==> config.mk <==
export PLATFORM = sky130hd
export DESIGN_NAME = encoder_speed_meter
export DESIGN_NICKNAME = d
export VERILOG_FILES = /design/src/design/enc_speed_pkg.sv /design/src/design/enc_front.sv /design/src/design/enc_divider.sv /design/src/design/encoder_speed_meter.sv
export SDC_FILE = /design/constraint.sdc
export NUM_CORES = 2
export LEC_CHECK = 0
export BUFFER_PORTS_ARGS = -buffer_cell sky130_fd_sc_hd__buf_2
export CORE_UTILIZATION = 40
export DETAILED_ROUTE_END_ITERATION = 8
export PLACE_DENSITY_LB_ADDON = 0.08
export SLEW_MARGIN = 10
export SYNTH_ARGS = -nofsm -noshare
export SYNTH_HDL_FRONTEND = slang
export SYNTH_HIERARCHICAL = 1
export SYNTH_SLANG_ARGS = --single-unit
==> constraint.sdc <==
create_clock -name pclk -period 10.6 [get_ports pclk]
set_clock_uncertainty 0.2 [all_clocks]
set_input_delay 2.12 -clock pclk [delete_from_list [all_inputs] [get_ports pclk]]
set_output_delay 2.12 -clock pclk [all_outputs]
set_load 0.005 [all_outputs]
==> src/design/enc_speed_pkg.sv <==
// Constants, register map and types for the two-channel encoder speed meter.
// Assumes a single 100 MHz clock domain and an APB register port.
//
// Summary of operation
// - Two channels: feedback card and digital inputs.
// - Channel two: input two pulse/A, three direction/B.
// - Lines per revolution 10..5000, default 1000.
// - Negative polarity inverts count direction and speed.
// - Full-scale speed setting 0..6000 RPM.
// - Percent speed, one decimal, 100% at full-scale.
// - Unfiltered and filtered speed in whole RPM.
// - Mode 0 pulse/direction, 1 quadrature, default quadrature.
// - Pulse mode counts each pulse rising edge.
// - Pulse/direction mode allowed on channel two only.
// - Direction high counts up, low counts down.
// - Pulse mode speed is count rate over lines.
// - Direction from present and prior A/B states.
// - Quadrature counts every edge of A or B; the code drops a change of both A and B in the same cycle.
// - Quadrature speed is count rate over four lines.
package enc_speed_pkg;

  localparam int NCH = 2;
  localparam int CLK_HZ = 100_000_000;

  // Channel configuration fields
  localparam logic [12:0] LINES_MIN = 13'h000A;
  localparam logic [12:0] LINES_MAX = 13'h1388;
  localparam logic [12:0] LINES_RST = 13'h03E8;
  localparam logic [12:0] FS_MAX = 13'h1770;
  localparam logic [12:0] FS_RST = 13'h03E8;
  localparam logic MODE_PULSE_DIR = 1'h0;
  localparam logic MODE_QUAD = 1'h1;
  localparam logic SIGN_POS = 1'h0;
  localparam int CFG_LINES_LSB = 0;
  localparam int CFG_NEG_BIT = 16;
  localparam int CFG_MODE_BIT = 17;

  // Measurement timing
  localparam int GATE_TIME_MS = 100;
  localparam int GATE_CYCLES = CLK_HZ / 1000 * GATE_TIME_MS;
  localparam int DEB_TIME_NS = 200;
  localparam int DEB_CYCLES = (DEB_TIME_NS * (CLK_HZ / 1_000_000) + 999) / 1000;
  localparam int RPM_SCALE = 60 * 1000 / GATE_TIME_MS;
  localparam int PCT_SCALE = 1000;
  localparam logic [3:0] FILT_SHIFT_RST = 4'h3;

  // Register map: channel base plus offset, one global register
  localparam logic [7:0] CH_STRIDE = 8'h20;
  localparam logic [4:0] OFS_CFG = 5'h00;
  localparam logic [4:0] OFS_FS = 5'h04;
  localparam logic [4:0] OFS_RAW = 5'h08;
  localparam logic [4:0] OFS_FILT = 5'h0C;
  localparam logic [4:0] OFS_PCT = 5'h10;
  localparam logic [4:0] OFS_POS = 5'h14;
  localparam logic [7:0] ADDR_FILT_CTL = 8'h40;

  typedef enum logic [2:0] {
    SEL_CFG, SEL_FS, SEL_RAW, SEL_FILT, SEL_PCT, SEL_POS, SEL_FCTL, SEL_NONE
  } reg_sel_t;

  typedef struct packed {
    logic [12:0] lines;
    logic neg;
    logic mode;
    logic [12:0] fs;
  } chan_cfg_t;

endpackage

==> src/design/enc_front.sv <==
// Encoder input conditioning and edge decoding for one channel.
// Assumes raw pin levels; emits a one-cycle step with its direction.
`timescale 1ns/1ps
module enc_front import enc_speed_pkg::*; #(
  parameter int DEB_N = DEB_CYCLES
) (
  input wire logic pclk,
  input wire logic presetn,
  input wire logic a_in,
  input wire logic b_in,
  input wire logic mode,
  input wire logic neg,
  output logic step,
  output logic up
);

  logic [1:0] sync1_r;
  logic [1:0] sync2_r;
  logic [1:0] clean_r;
  logic [1:0] prev_r;
  logic [1:0] cur;
  logic dir_raw;

  // Two-flop synchroniser on both inputs, first stage read by the second only
  always_ff @(posedge pclk or negedge presetn) begin
    if (!presetn) begin
      sync1_r <= 2'h0;
      sync2_r <= 2'h0;
    end else begin
      sync1_r <= {a_in, b_in};
      sync2_r <= sync1_r;
    end
  end

  // Debounce: a level is accepted only after DEB_N stable samples
  genvar g;
  generate
    for (g = 0; g < 2; g++) begin : gen_deb
      logic [7:0] cnt_r;
      always_ff @(posedge pclk or negedge presetn) begin
        if (!presetn) begin
          cnt_r <= 8'h00;
          clean_r[g] <= 1'h0;
        end else if (sync2_r[g] == clean_r[g]) begin
          cnt_r <= 8'h00;
        end else if (cnt_r >= 8'(DEB_N - 1)) begin
          cnt_r <= 8'h00;
          clean_r[g] <= sync2_r[g];
        end else begin
          cnt_r <= cnt_r + 8'h01;
        end
      end
    end
  endgenerate

  // Previous accepted state for edge and direction decoding
  always_ff @(posedge pclk or negedge presetn) begin
    if (!presetn) begin
      prev_r <= 2'h0;
    end else begin
      prev_r <= clean_r;
    end
  end

  assign cur = clean_r;

  // Quadrature: any single-input change counts, a double change is dropped
  always_comb begin
    if (mode == MODE_QUAD) begin
      step = (cur[1] ^ prev_r[1]) ^ (cur[0] ^ prev_r[0]);
      dir_raw = prev_r[1] ~^ cur[0];
    end else begin
      step = cur[1] & ~prev_r[1];
      dir_raw = cur[0];
    end
    up = dir_raw ^ neg;
  end

endmodule

==> src/design/enc_divider.sv <==
// Unsigned restoring divider, one quotient bit per clock.
// A start while busy is ignored; a zero divisor returns zero.
`timescale 1ns/1ps
module enc_divider #(
  parameter int W = 40
) (
  input wire logic pclk,
  input wire logic presetn,
  input wire logic start,
  input wire logic [W-1:0] num,
  input wire logic [W-1:0] den,
  output logic done,
  output logic [W-1:0] quot
);

  logic [W-1:0] rem_r;
  logic [W-1:0] q_r;
  logic [W-1:0] den_r;
  logic [6:0] bit_r;
  logic busy_r;
  logic [W:0] trial;

  assign trial = {rem_r, q_r[W-1]} - {1'b0, den_r};

  // Shift-subtract loop
  always_ff @(posedge pclk or negedge presetn) begin
    if (!presetn) begin
      rem_r <= '0;
      q_r <= '0;
      den_r <= '0;
      bit_r <= 7'h00;
      busy_r <= 1'h0;
      done <= 1'h0;
      quot <= '0;
    end else begin
      done <= 1'h0;
      if (!busy_r) begin
        if (start) begin
          rem_r <= '0;
          q_r <= num;
          den_r <= den;
          bit_r <= 7'(W);
          busy_r <= (den != '0);
          done <= (den == '0);
          quot <= '0;
        end
      end else if (bit_r == 7'h00) begin
        busy_r <= 1'h0;
        done <= 1'h1;
        quot <= q_r;
      end else begin
        bit_r <= bit_r - 7'h01;
        if (!trial[W]) begin
          rem_r <= trial[W-1:0];
          q_r <= {q_r[W-2:0], 1'b1};
        end else begin
          rem_r <= {rem_r[W-2:0], q_r[W-1]};
          q_r <= {q_r[W-2:0], 1'b0};
        end
      end
    end
  end

endmodule

==> src/design/encoder_speed_meter.sv <==
// Two-channel incremental encoder speed meter with an APB register port.
// Channel 0 reads the feedback card pins, channel 1 the general inputs.
// Assumes encoder pins are raw levels; pclk at 100 MHz.
//
// The APB register port and the register addresses were chosen for this implementation.
`timescale 1ns/1ps
module encoder_speed_meter import enc_speed_pkg::*; #(
  parameter int GATE_CYCLES_P = GATE_CYCLES,
  parameter int DEB_CYCLES_P = DEB_CYCLES
) (
  input wire logic pclk,
  input wire logic presetn,
  input wire logic [7:0] paddr,
  input wire logic psel,
  input wire logic penable,
  input wire logic pwrite,
  input wire logic [31:0] pwdata,
  output logic [31:0] prdata,
  output logic pready,
  output logic pslverr,
  input wire logic fb_a,
  input wire logic fb_b,
  input wire logic pulse_or_a_terminal,
  input wire logic dir_or_b_terminal,
  output logic gate_tick
);

  localparam int DW = 40;

  typedef enum {
    S_IDLE, S_RPM_GO, S_RPM_WAIT, S_FILT, S_PCT_GO, S_PCT_WAIT
  } calc_t;

  // Decode an APB address into a register selector
  function automatic reg_sel_t decode_reg(input logic [7:0] a);
    reg_sel_t s;
    s = SEL_NONE;
    if (a == ADDR_FILT_CTL) begin
      s = SEL_FCTL;
    end else if (a < 8'(NCH * CH_STRIDE)) begin
      case (a[4:0])
        OFS_CFG: s = SEL_CFG;
        OFS_FS: s = SEL_FS;
        OFS_RAW: s = SEL_RAW;
        OFS_FILT: s = SEL_FILT;
        OFS_PCT: s = SEL_PCT;
        OFS_POS: s = SEL_POS;
        default: s = SEL_NONE;
      endcase
    end
    return s;
  endfunction

  // Clamp a written value into an inclusive range
  function automatic logic [12:0] clamp13(input logic [31:0] v, input logic [12:0] lo,
                                           input logic [12:0] hi);
    logic [12:0] r;
    r = v[12:0];
    if (v > {19'h0, hi}) begin
      r = hi;
    end else if (v < {19'h0, lo}) begin
      r = lo;
    end
    return r;
  endfunction

  chan_cfg_t cfg_r [NCH];
  logic [3:0] filt_shift_r;
  logic [31:0] gate_cnt_r;
  logic ch_a [NCH];
  logic ch_b [NCH];
  logic [31:0] rd_ch [NCH];
  logic [31:0] rd_word;
  reg_sel_t sel;
  logic acc;
  logic ch_idx;

  // Channel 0 from the feedback card, channel 1 from inputs two and three
  assign ch_a[0] = fb_a;
  assign ch_b[0] = fb_b;
  assign ch_a[1] = pulse_or_a_terminal;
  assign ch_b[1] = dir_or_b_terminal;

  assign sel = decode_reg(paddr);
  assign acc = psel & penable;
  assign ch_idx = paddr[5];
  assign pready = 1'b1;

  // Measurement gate: a fixed window turns counts into a count rate
  // The RPM scale stays tied to a 100 ms window; a shorter gate only speeds up
  // the update rate and reads proportionally fewer counts per window
  always_ff @(posedge pclk or negedge presetn) begin
    if (!presetn) begin
      gate_cnt_r <= 32'h0000_0000;
      gate_tick <= 1'h0;
    end else if (gate_cnt_r >= 32'(GATE_CYCLES_P - 1)) begin
      gate_cnt_r <= 32'h0000_0000;
      gate_tick <= 1'h1;
    end else begin
      gate_cnt_r <= gate_cnt_r + 32'h0000_0001;
      gate_tick <= 1'h0;
    end
  end

  // Configuration writes; out-of-range values are clamped, not rejected
  always_ff @(posedge pclk or negedge presetn) begin
    if (!presetn) begin
      for (int i = 0; i < NCH; i++) begin
        cfg_r[i].lines <= LINES_RST;
        cfg_r[i].neg <= SIGN_POS;
        cfg_r[i].mode <= MODE_QUAD;
        cfg_r[i].fs <= FS_RST;
      end
    end else if (acc && pwrite) begin
      if (sel == SEL_CFG) begin
        cfg_r[ch_idx].lines <= clamp13({19'h0, pwdata[CFG_LINES_LSB +: 13]},
                                       LINES_MIN, LINES_MAX);
        cfg_r[ch_idx].neg <= pwdata[CFG_NEG_BIT];
        // The feedback card channel is quadrature only
        cfg_r[ch_idx].mode <= (ch_idx == 1'b0) ? MODE_QUAD : pwdata[CFG_MODE_BIT];
      end else if (sel == SEL_FS) begin
        cfg_r[ch_idx].fs <= clamp13(pwdata, 13'h0000, FS_MAX);
      end
    end
  end

  // Global filter strength
  always_ff @(posedge pclk or negedge presetn) begin
    if (!presetn) begin
      filt_shift_r <= FILT_SHIFT_RST;
    end else if (acc && pwrite && sel == SEL_FCTL) begin
      filt_shift_r <= pwdata[3:0];
    end
  end

  // Read word selected from the address; unmapped addresses give zero
  always_comb begin
    rd_word = 32'h0000_0000;
    if (sel == SEL_FCTL) begin
      rd_word = {28'h0000000, filt_shift_r};
    end else if (sel != SEL_NONE) begin
      rd_word = rd_ch[ch_idx];
    end
  end

  // Error answer is a handshake qualifier and stays combinational
  assign pslverr = acc && (sel == SEL_NONE);

  // Read data is captured at the end of the setup phase, so the access phase
  // shows a flip-flop; the word is one cycle old, which a status read tolerates.
  // Every other edge clears it so the bus idles at zero.
  always_ff @(posedge pclk or negedge presetn) begin
    if (!presetn) begin
      prdata <= 32'h0000_0000;
    end else if (psel && !penable) begin
      prdata <= rd_word;
    end else begin
      prdata <= 32'h0000_0000;
    end
  end

  genvar c;
  generate
    for (c = 0; c < NCH; c++) begin : gen_ch
      logic step;
      logic up;
      logic signed [23:0] delta;
      logic signed [23:0] win_r;
      logic signed [23:0] lat_r;
      logic signed [31:0] pos_r;
      logic signed [31:0] raw_r;
      logic signed [31:0] filt_r;
      logic signed [31:0] pct_r;
      logic signed [31:0] diff;
      logic [31:0] filt_mag;
      logic [23:0] lat_mag;
      logic [DW-1:0] div_num;
      logic [DW-1:0] div_den;
      logic [DW-1:0] div_q;
      logic div_start;
      logic div_done;
      calc_t st_r;

      enc_front #(
        .DEB_N(DEB_CYCLES_P)
      ) u_front (
        .pclk(pclk),
        .presetn(presetn),
        .a_in(ch_a[c]),
        .b_in(ch_b[c]),
        .mode(cfg_r[c].mode),
        .neg(cfg_r[c].neg),
        .step(step),
        .up(up)
      );

      enc_divider #(
        .W(DW)
      ) u_div (
        .pclk(pclk),
        .presetn(presetn),
        .start(div_start),
        .num(div_num),
        .den(div_den),
        .done(div_done),
        .quot(div_q)
      );

      // One signed count per accepted step; at most one step a cycle, so the
      // window count cannot skip values
      assign delta = step ? (up ? 24'sh000001 : -24'sh000001) : 24'sh000000;

      // Position count, free running
      always_ff @(posedge pclk or negedge presetn) begin
        if (!presetn) begin
          pos_r <= 32'sh0000_0000;
        end else begin
          pos_r <= pos_r + 32'(delta);
        end
      end

      // Window count restarts at each gate; the edge on the gate tick is kept
      always_ff @(posedge pclk or negedge presetn) begin
        if (!presetn) begin
          win_r <= 24'sh000000;
          lat_r <= 24'sh000000;
        end else if (gate_tick) begin
          win_r <= delta;
          lat_r <= win_r;
        end else begin
          win_r <= win_r + delta;
        end
      end

      assign lat_mag = lat_r[23] ? 24'(-lat_r) : 24'(lat_r);
      assign filt_mag = filt_r[31] ? 32'(-filt_r) : 32'(filt_r);
      assign diff = raw_r - filt_r;

      // Divider operands for the RPM and the percent step
      always_comb begin
        div_start = 1'b0;
        div_num = '0;
        div_den = '0;
        if (st_r == S_RPM_GO) begin
          div_start = 1'b1;
          // Window counts times sixty, scaled to one second
          div_num = DW'(lat_mag) * DW'(RPM_SCALE);
          if (cfg_r[c].mode == MODE_QUAD) begin
            div_den = DW'({cfg_r[c].lines, 2'b00});
          end else begin
            div_den = DW'(cfg_r[c].lines);
          end
        end else if (st_r == S_PCT_GO) begin
          div_start = (cfg_r[c].fs != 13'h0000);
          div_num = DW'(filt_mag) * DW'(PCT_SCALE);
          div_den = DW'(cfg_r[c].fs);
        end
      end

      // Per-gate calculation sequence: raw RPM, filter, percent
      always_ff @(posedge pclk or negedge presetn) begin
        if (!presetn) begin
          st_r <= S_IDLE;
          raw_r <= 32'sh0000_0000;
          filt_r <= 32'sh0000_0000;
          pct_r <= 32'sh0000_0000;
        end else begin
          case (st_r)
            S_IDLE: begin
              if (gate_tick) begin
                st_r <= S_RPM_GO;
              end
            end
            S_RPM_GO: begin
              st_r <= S_RPM_WAIT;
            end
            S_RPM_WAIT: begin
              if (div_done) begin
                raw_r <= lat_r[23] ? -32'(div_q) : 32'(div_q);
                st_r <= S_FILT;
              end
            end
            S_FILT: begin
              // First-order low-pass; a larger shift means a longer filter time
              filt_r <= filt_r + (diff >>> filt_shift_r);
              st_r <= S_PCT_GO;
            end
            S_PCT_GO: begin
              if (cfg_r[c].fs == 13'h0000) begin
                // No full-scale speed: percent has no meaning, report zero
                pct_r <= 32'sh0000_0000;
                st_r <= S_IDLE;
              end else begin
                st_r <= S_PCT_WAIT;
              end
            end
            S_PCT_WAIT: begin
              if (div_done) begin
                pct_r <= filt_r[31] ? -32'(div_q) : 32'(div_q);
                st_r <= S_IDLE;
              end
            end
            default: begin
              st_r <= S_IDLE;
            end
          endcase
        end
      end

      // Register view of this channel
      always_comb begin
        case (sel)
          SEL_CFG: begin
            rd_ch[c] = 32'h0000_0000;
            rd_ch[c][CFG_LINES_LSB +: 13] = cfg_r[c].lines;
            rd_ch[c][CFG_NEG_BIT] = cfg_r[c].neg;
            rd_ch[c][CFG_MODE_BIT] = cfg_r[c].mode;
          end
          SEL_FS: rd_ch[c] = {19'h00000, cfg_r[c].fs};
          SEL_RAW: rd_ch[c] = raw_r;
          SEL_FILT: rd_ch[c] = filt_r;
          SEL_PCT: rd_ch[c] = pct_r;
          SEL_POS: rd_ch[c] = pos_r;
          default: rd_ch[c] = 32'h0000_0000;
        endcase
      end
    end
  endgenerate

endmodule

==> impl_metrics.ini <==
[cells_and_area]
final_nets = 9824
stdcell_area_sq_um = 82200
area_growth_pct = 9.44
final_cell_mix = nand2_1 (1236), dfrtp_1 (820), inv_1 (773)
drive_gt1_share_pct = 6.66
mostFrequentLayoutCell = nand2_1

[detailed_routing]
drt_first_pass_iters = 8
ant_nets = 0
drt_iter0_drc = 4843
num_vias = 62816
wirelength_um = 226000
via_per_inst = 5.49
wl_per_cell_um = 19.8
drc = 0

[hold_path]
hold_class = flop to flop
holdPathStages = 0
hold_path_end = gen_ch[0].u_front/sync2_r[1]
worstHoldStart = gen_ch[0].u_front/sync1_r[1]

[placement]
dp_slack_ns = 2.38
port_buffers = 82
place_area_sq_um = 78400
place.gp.congestion = 0.919
dp_hpwl_um = 174000

[critical_path]
end_kind = flop
critPathKind = flop to flop
crit_fanout = 7
reg2reg_from = gen_ch[1].filt_r[4]
start_kind = flop
r2r-end = gen_ch[1].u_div/q_r[39]
worstPathArrival_ns = 8.75
reg2reg_depth = 25
reg2reg_slack_ns = 2.28
crit_required_ns = 11.03

[clocking]
htreeDepth = 3
postCtsSetupBuffers = 0
clk_pin_slew_ns = 0.06
cts_tree = done
cts_made_buffers = 109
cts_root_buf = clkbuf_16
cts_buffer_depth = 3
hold_buffers = 0
cts_sinks = 853
clk_latency_ns = 0.78
post_cts_resized = 0

[synthesis]
netlist_instances = 8843
synth_warnings = 6
syn_avg_cell_area_sq_um = 8.50
synth_area_sq_um = 75100

[timing]
worst_slew_pin_slew_ns = 1.16
slew_headroom_pct = 22.5
rsz0062_at_grt = false
setup-tns-final_ns = 0
period_share_pct = 78.5
finalSetupViolations = 0
min_period_ns = 8.32
drv_slew = 0
clock.fmax_ghz = 0.120
hold_violations = 0
finalWorstSetupSlack_ns = 2.28

[flow_run]
cap_violations = 0

[global_routing]
grt_pass1_wl_um = 359000
antenna_found_initial = 3
grt_max_degree = 165
grt.total_usage_pct = 23.6
grt_overflow = 0
first_global_vias = 61425

[floorplanning]
dieHeight_um = 435
die-area_sq_um = 190000
row_count = 158
die_x_um = 435
io_pins = 84
initial_core_util_pct = 40.4
core_sq_um = 186000

[status]
status = finished clean
-- sequential cells by signal, indices dropped and copies added (netlist names), 48 cells and up --
register,cells
gen_ch.filt_r,64
gen_ch.win_r,48
gen_ch.u_div/q_r,80
cfg_r,56
gen_ch.pos_r,64
gen_ch.u_div/den_r,80
gen_ch.pct_r,64
gen_ch.u_div/rem_r,80
gen_ch.lat_r,48
gen_ch.raw_r,64
gen_ch.u_div/quot,64
-- stage by stage --
step	hold WS, ns	std cells	util, %
global placement	0.136	11226	42.1
finish	0.142	11432	44.2
global route	0.156	11431	44.2
detailed placement	0.137	11226	42.1
floorplan	0.131	8966	-
CTS	0.148	11430	44.2
-- metal layers --
layer	routed length [um]	global-route usage, %
met4	5950	6.14
met5	13	0
met2	98500	36.3
met3	10400	2.60
met1	112000	35.1
-- worst max-delay path, cell delays in order (launching register included) --
cell and delay (ns):
dfrtp_1 0.45, nor4_1 0.42, and2_1 0.29, nand3_1 0.16, or4_1 0.49, or4_1 0.56, o21ai_0 0.25, xnor2_1 0.36
xor2_1 0.35, inv_1 0.11, fa_1 0.57, fa_1 0.44, fa_1 0.52, inv_1 0.04, ha_1 0.34, nand2_1 0.11
nor2_1 0.12, nand3b_1 0.14, a311oi_1 0.49, a41oi_1 0.29, a21oi_1 0.25, o22ai_1 0.11, xnor2_1 0.69, nor2_1 0.09
a211oi_1 0.26, a31oi_1 0.07
-- area by class of cell --
class                   instances  area [sq um]
fillers                     18505        104000
multi-input cells            6958         49900
flip-flops and latches        853         21400
clock buffers                 154          3210
well taps                    2480          3100
inverters                     777          2920
repair buffers                158          1040
clock inverters                50           633
diodes                          2          5.00
-- worst max path at each step --
stage / to / start / cells past startpoint
after floorplan: gen_ch[0].u_div/q_r[38] / gen_ch[0].filt_r[0] / 26
after global placement: gen_ch[0].u_div/q_r[38] / gen_ch[0].filt_r[0] / 26
after global routing: gen_ch[1].u_div/q_r[39] / gen_ch[1].filt_r[7] / 26
after CTS: gen_ch[0].u_div/q_r[38] / gen_ch[0].filt_r[0] / 26
after detailed placement: gen_ch[0].u_div/q_r[38] / gen_ch[0].filt_r[0] / 26
final: gen_ch[1].u_div/q_r[39] / gen_ch[1].filt_r[4] / 25
Power is left out: the tool's default activity adds up to more than one toggle a clock period on the data nets, which glitch-free logic cannot reach.
